### src/status_regs_pkg.sv
// Constants shared by the status and event register groups
package status_regs_pkg;

	// Register selects on the command port
	localparam logic [2:0] SEL_FAULT_CONDITION = 3'h0;
	localparam logic [2:0] SEL_FAULT_EVENT = 3'h1;
	localparam logic [2:0] SEL_FAULT_ENABLE = 3'h2;
	localparam logic [2:0] SEL_OPERATION_CONDITION = 3'h3;
	localparam logic [2:0] SEL_OPERATION_EVENT = 3'h4;
	localparam logic [2:0] SEL_OPERATION_ENABLE = 3'h5;
	localparam logic [2:0] SEL_STANDARD_EVENT_STATUS = 3'h6;
	localparam logic [2:0] SEL_STANDARD_EVENT_ENABLE = 3'h7;

	// Fault condition bit positions
	localparam int FAULT_MAINS_FAIL = 1;
	localparam int FAULT_OVER_TEMPERATURE = 2;
	localparam int FAULT_FOLDBACK = 3;
	localparam int FAULT_OVERVOLTAGE = 4;
	localparam int FAULT_DAISY_SHUTOFF = 5;
	localparam int FAULT_OUTPUT_OFF = 6;
	localparam int FAULT_INTERLOCK = 7;
	localparam int FAULT_EXTERNAL_ENABLE = 8;
	localparam int FAULT_UNDERVOLTAGE = 9;
	localparam int FAULT_PARALLEL_ACK = 10;
	localparam int FAULT_GENERAL = 11;
	localparam int FAULT_PARALLEL = 12;
	localparam int FAULT_PARALLEL_WAIT = 13;
	localparam int FAULT_POWER_SWITCH_OFF = 14;
	localparam int FAULT_LINK_WATCHDOG = 15;

	// Usable bits per register, the rest read zero
	localparam logic [15:0] FAULT_VALID_MASK = 16'hfffe;
	localparam logic [15:0] OPERATION_VALID_MASK = 16'hffff;
	localparam logic [7:0] STANDARD_VALID_MASK = 8'hbd;

	// Standard event status bit positions
	localparam int STD_OPERATION_DONE = 0;
	localparam int STD_QUERY_ERROR = 2;
	localparam int STD_DEVICE_SPECIFIC_ERROR = 3;
	localparam int STD_RUN_FAILURE_ERROR = 4;
	localparam int STD_COMMAND_ERROR = 5;
	localparam int STD_POWER_UP_EVENT = 7;

	// Error code ranges
	localparam logic signed [15:0] CMD_ERR_HIGH = -16'sd100;
	localparam logic signed [15:0] CMD_ERR_LOW = -16'sd199;
	localparam logic signed [15:0] RUN_ERR_HIGH = -16'sd200;
	localparam logic signed [15:0] RUN_ERR_LOW = -16'sd299;
	localparam logic signed [15:0] DEV_ERR_HIGH = -16'sd300;
	localparam logic signed [15:0] DEV_ERR_LOW = -16'sd399;
	localparam logic signed [15:0] DEV_POS_LOW = 16'sd1;
	localparam logic signed [15:0] DEV_POS_HIGH = 16'sd32762;
	localparam logic signed [15:0] QUERY_ERR_HIGH = -16'sd400;
	localparam logic signed [15:0] QUERY_ERR_LOW = -16'sd499;

	// Reset values
	localparam logic [15:0] RESET_WORD = 16'h0000;
	localparam logic [7:0] RESET_BYTE = 8'h00;

	// Start-up sequence after reset release
	typedef enum logic [1:0] {
		START_IDLE = 2'b00,
		START_LOAD = 2'b01,
		START_RUN = 2'b11
	} start_state_t;

endpackage

### src/status_event_register_groups.sv
// Fault, operation and standard event status register groups
`timescale 1ns/10ps
`default_nettype none

//Contract
// Condition registers track live signals unlatched
// Host writes enables; enable permits recording
// Event bit captures condition only when enabled
// Event bits hold until read, read clears
// Repeated toggling records a single event
// Fault bit follows fault presence exactly
// Fault low byte bit assignment
// Fault high byte bit assignment
// Operation low byte bit assignment
// Operation high byte bit assignment
// Standard event status bit assignment
// Standard event status read clears it
// Power-on clear setting empties standard enable
// Operation done set when command finished
// Command and run error ranges set bits
// Device and query error ranges set bits
// Power-up event set once at start
// Watchdog expiry sets fault 15, shuts output
// Unassigned bits read zero, ignore writes
module status_event_register_groups
	import status_regs_pkg::*;
(
	// Clock and reset
	input wire logic clock,
	input wire logic rst_n,
	// Fault sources, asynchronous levels
	input wire logic mains_fail,
	input wire logic over_temperature,
	input wire logic foldback_fault,
	input wire logic overvoltage_fault,
	input wire logic daisy_shutoff,
	input wire logic output_off,
	input wire logic interlock_fault,
	input wire logic external_enable_fault,
	input wire logic undervoltage_protect,
	input wire logic parallel_acknowledge,
	input wire logic general_fault,
	input wire logic parallel_fault,
	input wire logic parallel_wait_for_follower,
	input wire logic power_switch_off_fault,
	// Operation status sources, asynchronous levels
	input wire logic voltage_regulation_mode,
	input wire logic current_regulation_mode,
	input wire logic no_fault_flag,
	input wire logic trigger_wait_flag,
	input wire logic auto_power_up_flag,
	input wire logic foldback_armed,
	input wire logic sequencer_step_flag,
	input wire logic front_panel_control_flag,
	input wire logic undervoltage_protect_armed,
	input wire logic interlock_control_active,
	input wire logic enable_control_active,
	input wire logic current_foldback_armed,
	input wire logic external_voltage_ref,
	input wire logic external_current_ref,
	input wire logic power_limit_armed,
	input wire logic power_regulation_mode,
	// Link watchdog, same clock domain
	input wire logic link_watchdog_expired,
	input wire logic watchdog_enabled,
	input wire logic protection_clear,
	output logic output_shutdown,
	// Command parser events, same clock domain
	input wire logic command_finished,
	input wire logic error_valid,
	input wire logic signed [15:0] error_code,
	// Stored settings sampled after reset release
	input wire logic power_on_clear_flag,
	input wire logic [7:0] saved_standard_enable,
	// Host register access
	input wire logic cmd_write,
	input wire logic cmd_read,
	input wire logic [2:0] cmd_sel,
	input wire logic [15:0] cmd_wdata,
	output logic [15:0] rd_data,
	output logic rd_valid
);

	typedef struct packed {
		logic [15:0] fault_sync1;
		logic [15:0] fault_sync2;
		logic [15:0] oper_sync1;
		logic [15:0] oper_sync2;
		logic watchdog_fault;
		start_state_t start;
		logic [7:0] standard_event_status;
		logic [7:0] standard_event_enable;
		logic [15:0] rd_data;
		logic rd_valid;
	} top_state_t;

	top_state_t state;
	top_state_t next_state;

	logic [15:0] fault_raw;
	logic [15:0] oper_raw;
	logic [15:0] fault_condition;
	logic [15:0] operation_condition;
	logic [15:0] fault_enable;
	logic [15:0] fault_event;
	logic [15:0] operation_enable;
	logic [15:0] operation_event;
	logic fault_enable_write;
	logic fault_event_read;
	logic oper_enable_write;
	logic oper_event_read;
	logic [7:0] error_bits;

	// Gather fault pins; bit 0 has no source
	always_comb begin
		fault_raw = RESET_WORD;
		fault_raw[FAULT_MAINS_FAIL] = mains_fail;
		fault_raw[FAULT_OVER_TEMPERATURE] = over_temperature;
		fault_raw[FAULT_FOLDBACK] = foldback_fault;
		fault_raw[FAULT_OVERVOLTAGE] = overvoltage_fault;
		fault_raw[FAULT_DAISY_SHUTOFF] = daisy_shutoff;
		fault_raw[FAULT_OUTPUT_OFF] = output_off;
		fault_raw[FAULT_INTERLOCK] = interlock_fault;
		fault_raw[FAULT_EXTERNAL_ENABLE] = external_enable_fault;
		fault_raw[FAULT_UNDERVOLTAGE] = undervoltage_protect;
		fault_raw[FAULT_PARALLEL_ACK] = parallel_acknowledge;
		fault_raw[FAULT_GENERAL] = general_fault;
		fault_raw[FAULT_PARALLEL] = parallel_fault;
		fault_raw[FAULT_PARALLEL_WAIT] = parallel_wait_for_follower;
		fault_raw[FAULT_POWER_SWITCH_OFF] = power_switch_off_fault;
	end

	// Gather operation status pins, bit 15 downward
	assign oper_raw = {
		power_regulation_mode,
		power_limit_armed,
		external_current_ref,
		external_voltage_ref,
		current_foldback_armed,
		enable_control_active,
		interlock_control_active,
		undervoltage_protect_armed,
		front_panel_control_flag,
		sequencer_step_flag,
		foldback_armed,
		auto_power_up_flag,
		trigger_wait_flag,
		no_fault_flag,
		current_regulation_mode,
		voltage_regulation_mode
	};

	// Snapshot of synced pins, no latching, two flops of lag; fault bit 15 is the held watchdog flop, one flop from expiry
	always_comb begin
		fault_condition = state.fault_sync2 & FAULT_VALID_MASK;
		fault_condition[FAULT_LINK_WATCHDOG] = state.watchdog_fault;
		operation_condition = state.oper_sync2;
	end

	// Host strobes decoded per group
	assign fault_enable_write = cmd_write && (cmd_sel == SEL_FAULT_ENABLE);
	assign fault_event_read = cmd_read && (cmd_sel == SEL_FAULT_EVENT);
	assign oper_enable_write = cmd_write && (cmd_sel == SEL_OPERATION_ENABLE);
	assign oper_event_read = cmd_read && (cmd_sel == SEL_OPERATION_EVENT);

	event_group #(
		.WIDTH(16),
		.VALID_MASK(FAULT_VALID_MASK)
	) fault_group (
		.clock(clock),
		.rst_n(rst_n),
		.condition(fault_condition),
		.enable_write(fault_enable_write),
		.enable_wdata(cmd_wdata),
		.event_read(fault_event_read),
		.enable(fault_enable),
		.event_bits(fault_event)
	);

	event_group #(
		.WIDTH(16),
		.VALID_MASK(OPERATION_VALID_MASK)
	) operation_group (
		.clock(clock),
		.rst_n(rst_n),
		.condition(operation_condition),
		.enable_write(oper_enable_write),
		.enable_wdata(cmd_wdata),
		.event_read(oper_event_read),
		.enable(operation_enable),
		.event_bits(operation_event)
	);

	// Error code classes into standard event bits
	always_comb begin
		error_bits = RESET_BYTE;
		if (error_valid) begin
			if (error_code <= CMD_ERR_HIGH && error_code >= CMD_ERR_LOW) begin
				error_bits[STD_COMMAND_ERROR] = 1'b1;
			end
			if (error_code <= RUN_ERR_HIGH && error_code >= RUN_ERR_LOW) begin
				error_bits[STD_RUN_FAILURE_ERROR] = 1'b1;
			end
			if ((error_code <= DEV_ERR_HIGH && error_code >= DEV_ERR_LOW)
				|| (error_code >= DEV_POS_LOW && error_code <= DEV_POS_HIGH)) begin
				error_bits[STD_DEVICE_SPECIFIC_ERROR] = 1'b1;
			end
			if (error_code <= QUERY_ERR_HIGH && error_code >= QUERY_ERR_LOW) begin
				error_bits[STD_QUERY_ERROR] = 1'b1;
			end
		end
		if (command_finished) begin
			error_bits[STD_OPERATION_DONE] = 1'b1;
		end
	end

	// Main next-state logic
	always_comb begin
		next_state = state;

		// Two flops before any logic looks at a pin
		next_state.fault_sync1 = fault_raw;
		next_state.fault_sync2 = state.fault_sync1;
		next_state.oper_sync1 = oper_raw;
		next_state.oper_sync2 = state.oper_sync1;

		// Watchdog fault holds until cleared; expiry wins over the clear
		if (protection_clear || !watchdog_enabled) begin
			next_state.watchdog_fault = 1'b0;
		end
		if (link_watchdog_expired && watchdog_enabled) begin
			next_state.watchdog_fault = 1'b1;
		end

		// Standard event status: read clears, new events still land
		if (cmd_read && cmd_sel == SEL_STANDARD_EVENT_STATUS) begin
			next_state.standard_event_status = RESET_BYTE;
		end
		next_state.standard_event_status = next_state.standard_event_status
			| (error_bits & STANDARD_VALID_MASK);

		if (cmd_write && cmd_sel == SEL_STANDARD_EVENT_ENABLE) begin
			next_state.standard_event_enable = cmd_wdata[7:0] & STANDARD_VALID_MASK;
		end

		// Stored settings are sampled two clocks after reset release
		case (state.start)
			START_IDLE: begin
				next_state.start = START_LOAD;
			end
			START_LOAD: begin
				next_state.start = START_RUN;
				next_state.standard_event_status[STD_POWER_UP_EVENT] = 1'b1;
				if (power_on_clear_flag) begin
					next_state.standard_event_enable = RESET_BYTE;
				end else begin
					next_state.standard_event_enable =
						saved_standard_enable & STANDARD_VALID_MASK;
				end
			end
			START_RUN: begin
				next_state.start = START_RUN;
			end
			default: begin
				next_state.start = START_IDLE;
			end
		endcase

		// Read data comes from a flop, one cycle after the strobe
		next_state.rd_valid = cmd_read;
		if (cmd_read) begin
			case (cmd_sel)
				SEL_FAULT_CONDITION: next_state.rd_data = fault_condition;
				SEL_FAULT_EVENT: next_state.rd_data = fault_event;
				SEL_FAULT_ENABLE: next_state.rd_data = fault_enable;
				SEL_OPERATION_CONDITION: next_state.rd_data = operation_condition;
				SEL_OPERATION_EVENT: next_state.rd_data = operation_event;
				SEL_OPERATION_ENABLE: next_state.rd_data = operation_enable;
				SEL_STANDARD_EVENT_STATUS: begin
					next_state.rd_data = {8'h00, state.standard_event_status};
				end
				SEL_STANDARD_EVENT_ENABLE: begin
					next_state.rd_data = {8'h00, state.standard_event_enable};
				end
				default: next_state.rd_data = RESET_WORD;
			endcase
		end
	end

	// Single state register
	always_ff @(posedge clock) begin
		if (!rst_n) begin
			state <= '0;
		end else begin
			state <= next_state;
		end
	end

	assign output_shutdown = state.watchdog_fault;
	assign rd_data = state.rd_data;
	assign rd_valid = state.rd_valid;

endmodule

`default_nettype wire

### src/event_group.sv
// One condition, enable and latched event register group
`timescale 1ns/10ps
`default_nettype none

module event_group
	import status_regs_pkg::*;
#(
	parameter int WIDTH = 16,
	parameter logic [WIDTH-1:0] VALID_MASK = '1
) (
	// Clock and reset
	input wire logic clock,
	input wire logic rst_n,
	// Live condition snapshot
	input wire logic [WIDTH-1:0] condition,
	// Host access
	input wire logic enable_write,
	input wire logic [WIDTH-1:0] enable_wdata,
	input wire logic event_read,
	// Register contents
	output logic [WIDTH-1:0] enable,
	output logic [WIDTH-1:0] event_bits
);

	typedef struct packed {
		logic [WIDTH-1:0] enable;
		logic [WIDTH-1:0] event_bits;
	} group_state_t;

	group_state_t state;
	group_state_t next_state;

	// Capture is level based, so toggling between reads only keeps the bit set
	always_comb begin
		next_state = state;
		if (enable_write) begin
			next_state.enable = enable_wdata & VALID_MASK;
		end
		if (event_read) begin
			next_state.event_bits = '0;
		end
		// A capture in the read cycle survives the clear
		next_state.event_bits = next_state.event_bits
			| (condition & state.enable & VALID_MASK);
	end

	always_ff @(posedge clock) begin
		if (!rst_n) begin
			state <= '0;
		end else begin
			state <= next_state;
		end
	end

	assign enable = state.enable;
	assign event_bits = state.event_bits;

endmodule

`default_nettype wire

### config.mk
export PLATFORM = sky130hd
export DESIGN_NAME = status_event_register_groups
export DESIGN_NICKNAME = d
export VERILOG_FILES = /design/src/status_regs_pkg.sv /design/src/status_event_register_groups.sv /design/src/event_group.sv
export SDC_FILE = /design/constraint.sdc
export NUM_CORES = 1
export LEC_CHECK = 0
export BUFFER_PORTS_ARGS = -buffer_cell sky130_fd_sc_hd__buf_4
export CORE_MARGIN = 2
export CORE_UTILIZATION = 30
export DETAILED_ROUTE_END_ITERATION = 12
export SLEW_MARGIN = 20
export SYNTH_ARGS = -nofsm -noshare
export SYNTH_HDL_FRONTEND = slang
export SYNTH_SLANG_ARGS = --single-unit
### constraint.sdc
create_clock -name clock -period 1.64 [get_ports clock]
set_input_delay 0.164 -clock clock [delete_from_list [all_inputs] [get_ports clock]]
set_output_delay 0.164 -clock clock [all_outputs]
set_load 0.005 [all_outputs]
==> run summary <==
The power share of the clock group came out at between 40 and 50%. The violation count after the first detailed-route iteration is around 280. Summing the sequential cell areas from Yosys gives 49.3% of the chip area.

The critical path arrival came out at 1.73 ns. TritonCTS built the clock tree. The remaining antenna violation count came out at 0.

In this run the clock root is driven by a clkbuf_16. The final critical-path share of the clock period is 86.4%. The worst setup path is launched from a register. The synthesized design spends more area on one cell type than any other, namely dfxtp_1. The share of the synthesized area in the top cell type is 49.3%. The normalized max-slew margin came out at a little under three quarters. The number of storage elements in the synthesis netlist is between 150 and 200. The analysis attributes to net switching a power of between 0.0015 and 0.002 W. The summed instance area of the synthesized netlist is between 6000 and 7000 sq um. Dividing the detail-routed wire length by the instance count gives roughly 15 um. The via-per-instance ratio is ~4.7.

Setup violations remaining at the end of the flow were counted as 0. Setup repair after global routing left no endpoint under its margin. The clock edge transition at the registers on the reported setup and hold paths is roughly 0.06 ns. The leakage power came out at ~3.2 nW. At the worst endpoint, the required time is 1.95 ns.

The post-route netlist has between 20 and 25% of its cells at a drive strength greater than 1. The die height came out at between 100 and 150 um. The area added between synthesis and finish is 31.4%. The final wirelength came out at about 16000 um. The layout has roughly 2100 filler cells. For this design, the sink count on the clock tree is between 150 and 200.

The number of setup buffers added after CTS is 0. The clock period could shrink to ~1.4 ns. The buffer depth of the longest clock path is 2.

By instance count, the leading cell after synthesis is dfxtp_1. Summed over all failing endpoints, the final setup total negative slack is 0 ns. Clock latency on the worst-skew pair, taken at its later pin, is around 0.43 ns.

The floorplan has 52 rows. The sequential cell fraction of total power is about 46%. The global-route wire length before repair is 25800 um.

Ranked by instance count, the synthesized netlist is headed by dfxtp_1 (154), nand2_1 (91), and2_1 (63). Counting every net in the synthesized netlist gives 755. Net switching is 22.9% of the power.

In this run the number of H-tree levels came out at 4. The warning count from the yosys run came out at 0. The worst setup path is of the register to register kind. The number of maximum-capacitance constraint violations came out at 0.

The count of final max-slew check failures is 0. At the end of routability-driven placement, the weighted congestion stood at 0.808. The number of synthesized flops with an enable pin came out at 0. The worst setup path is captured at a register. The number of buffers inserted during clock tree synthesis came out at 17. The final-report hold violation count came out at 0. The half-perimeter wire length of the detailed placement result came out at approximately 11000 um. In the final design database the tool counted approximately 880 nets. The core outline area came out at approximately 20000 sq um. For this run, the detailed router's first-pass iteration total came to 4.

The count of unresolved DRC violations after routing came out at 0. The I/O pin total came out at roughly 100. The repair_antennas step left the layout with diodes totalling 0.

In this run the worst path has a maximum fanout of 12. Entering global routing, the biggest net connects between 50 and 60 pins. In the synthesized netlist the dominant register cell turns out to be dfxtp_1. The die covers 22000 sq um. The flow ran to the end, and the final reports show no timing, DRC or antenna violations. The count of instances resized after the clock tree is built came out at 0. The power per unit of standard cell area is roughly 1000 nW/um^2.

The clock arrives with between 0.005 and 0.006 ns of skew. The transition at the pin with the smallest max-transition slack is 0.433 ns. The overall track demand over capacity in global routing is approximately 15%. The post-synthesis instance total is 672. The die outline width came out at approximately 150 um. The tightest min-delay check is of the primary input to register type. The share of total power dissipated in combinational logic is between 9 and 10%. The via count of the first global-routing pass came out at around 5000. The number of antenna violations at the first check in global routing came out at 0. Derived from the worst setup path, the maximum achievable clock frequency is between 700 and 800 MHz. The internal power of the cells totals between 0.006 and 0.007 W. For this configuration, the core starts out at a cell density of ~31%. After synthesis, the cell types taking the most area are dfxtp_1 (49%), and2_1 (6.3%), nand2_1 (5.5%). The async set-reset flop share out of synthesis is 0%.

The post-cts hold buffer count came out at 38. The worst-case vdd ir drop is between 700 and 800 uV. The tightest hold path in the finished design has a slack of approximately 0.015 ns. The distinct cell type count after synthesis came out at 50. Detailed routing inserted a total of around 5100 vias. The average size of a mapped cell is between 9 and 10 sq um. The total of buffers placed on input and output ports is 98. The total overflow left after global routing is 0.
## worst max-delay path, cell delays in order, from the launching register on
cell      delay [ns]
dfxtp_1         0.31
nand2b_1        0.31
nand2_1         0.36
o211a_1         0.32
## flip-flops by register name, indices dropped and copies added (netlist names)
name,count
operation_condition,16
fault_group.event_bits,15
state,14
rd_data,16
operation_group.event_bits,16
next_state,30
fault_condition,14
operation_group.enable,16
output_shutdown,1
rd_valid,1
fault_group.enable,15
## kinds of logic after synthesis
group	Yosys count	share of synthesized area, %
buffers and inverters	72	6.15
AOI/OAI and AO/OA	159	18.6
and+or+nand+nor	268	22.1
muxes	19	3.84
DFF	154	49.3
## stage by stage
step | util (%) | total power [W] | worst slack [ns] | instance area [sq um] | std cells
6_report | 40.3 | 0.00855 | 0.222 | 8210 | 1081
3_5_place_dp | 35.6 | 0.00474 | 0.0613 | 7250 | 1012
4_1_cts | 40.3 | 0.00863 | 0.210 | 8210 | 1081
5_1_grt | 40.3 | 0.00891 | 0.0951 | 8210 | 1081
2_1_floorplan | - | 0.00439 | 0.281 | 6250 | 672
3_3_place_gp | 35.6 | 0.00474 | 0.110 | 7250 | 1012
## cell usage in the layout (no fill, tap or decap), types with 11 or more instances in the layout
| master | instances |
|---|---|
| nand3_1 | 20 |
| clkbuf_16 | 17 |
| dlygate4sd3_1 | 38 |
| a22oi_1 | 33 |
| a21oi_1 | 19 |
| buf_4 | 129 |
| a21boi_0 | 37 |
| nand2_1 | 91 |
| inv_1 | 11 |
| nor2b_1 | 41 |
| nor2_1 | 20 |
| dfxtp_1 | 154 |
| and2_1 | 63 |
| o21ai_0 | 18 |
## metal layers
| metal | GRT usage (%) | vias to the layer above | routed length, um |
|---|---|---|---|
| met4 | 5.05 | 0 | 218 |
| met1 | 19.6 | 2370 | 7430 |
| met5 | 0 | - | 0 |
| li1 | - | 2577 | - |
| met3 | 3.47 | 18 | 857 |
| met2 | 25.2 | 114 | 7690 |
## path summary, 6_finish.rpt
kind | depth (start not counted) | slack [ns] | end | start
min reg2reg | 1 | 0.43 | fault_condition[14]$_SDFF_PN0_ | next_state[82]$_SDFF_PN0_
max | 3 | 0.22 | state[17]$_SDFFE_PN0P_ | state[34]$_SDFF_PN0_
max reg2reg | 3 | 0.22 | state[17]$_SDFFE_PN0P_ | state[34]$_SDFF_PN0_
min | 3 | 0.02 | operation_group.enable[14]$_SDFFE_PN0P_ | cmd_wdata[14]
## final cells by class
class	count	area [sq um]	area share (%)
clock buffers	19	453	5.52
repair buffers	169	1390	16.9
clock inverters	12	125	1.52
well taps	270	338	4.11
multi-input cells	446	2780	33.9
flip-flops and latches	154	3080	37.5
inverters	11	41.3	0.503
## power by group through the flow
stage                     clock network (W)  registers [W]  logic [W]
final                               0.00382        0.00394   0.000789
after global routing                0.00409        0.00395   0.000871
after CTS                           0.00389        0.00394   0.000798
after detailed placement                  0        0.00402   0.000723
after global placement                    0        0.00402   0.000722
after floorplan                           0        0.00399   0.000402
(Power assumes the default switching activity.)
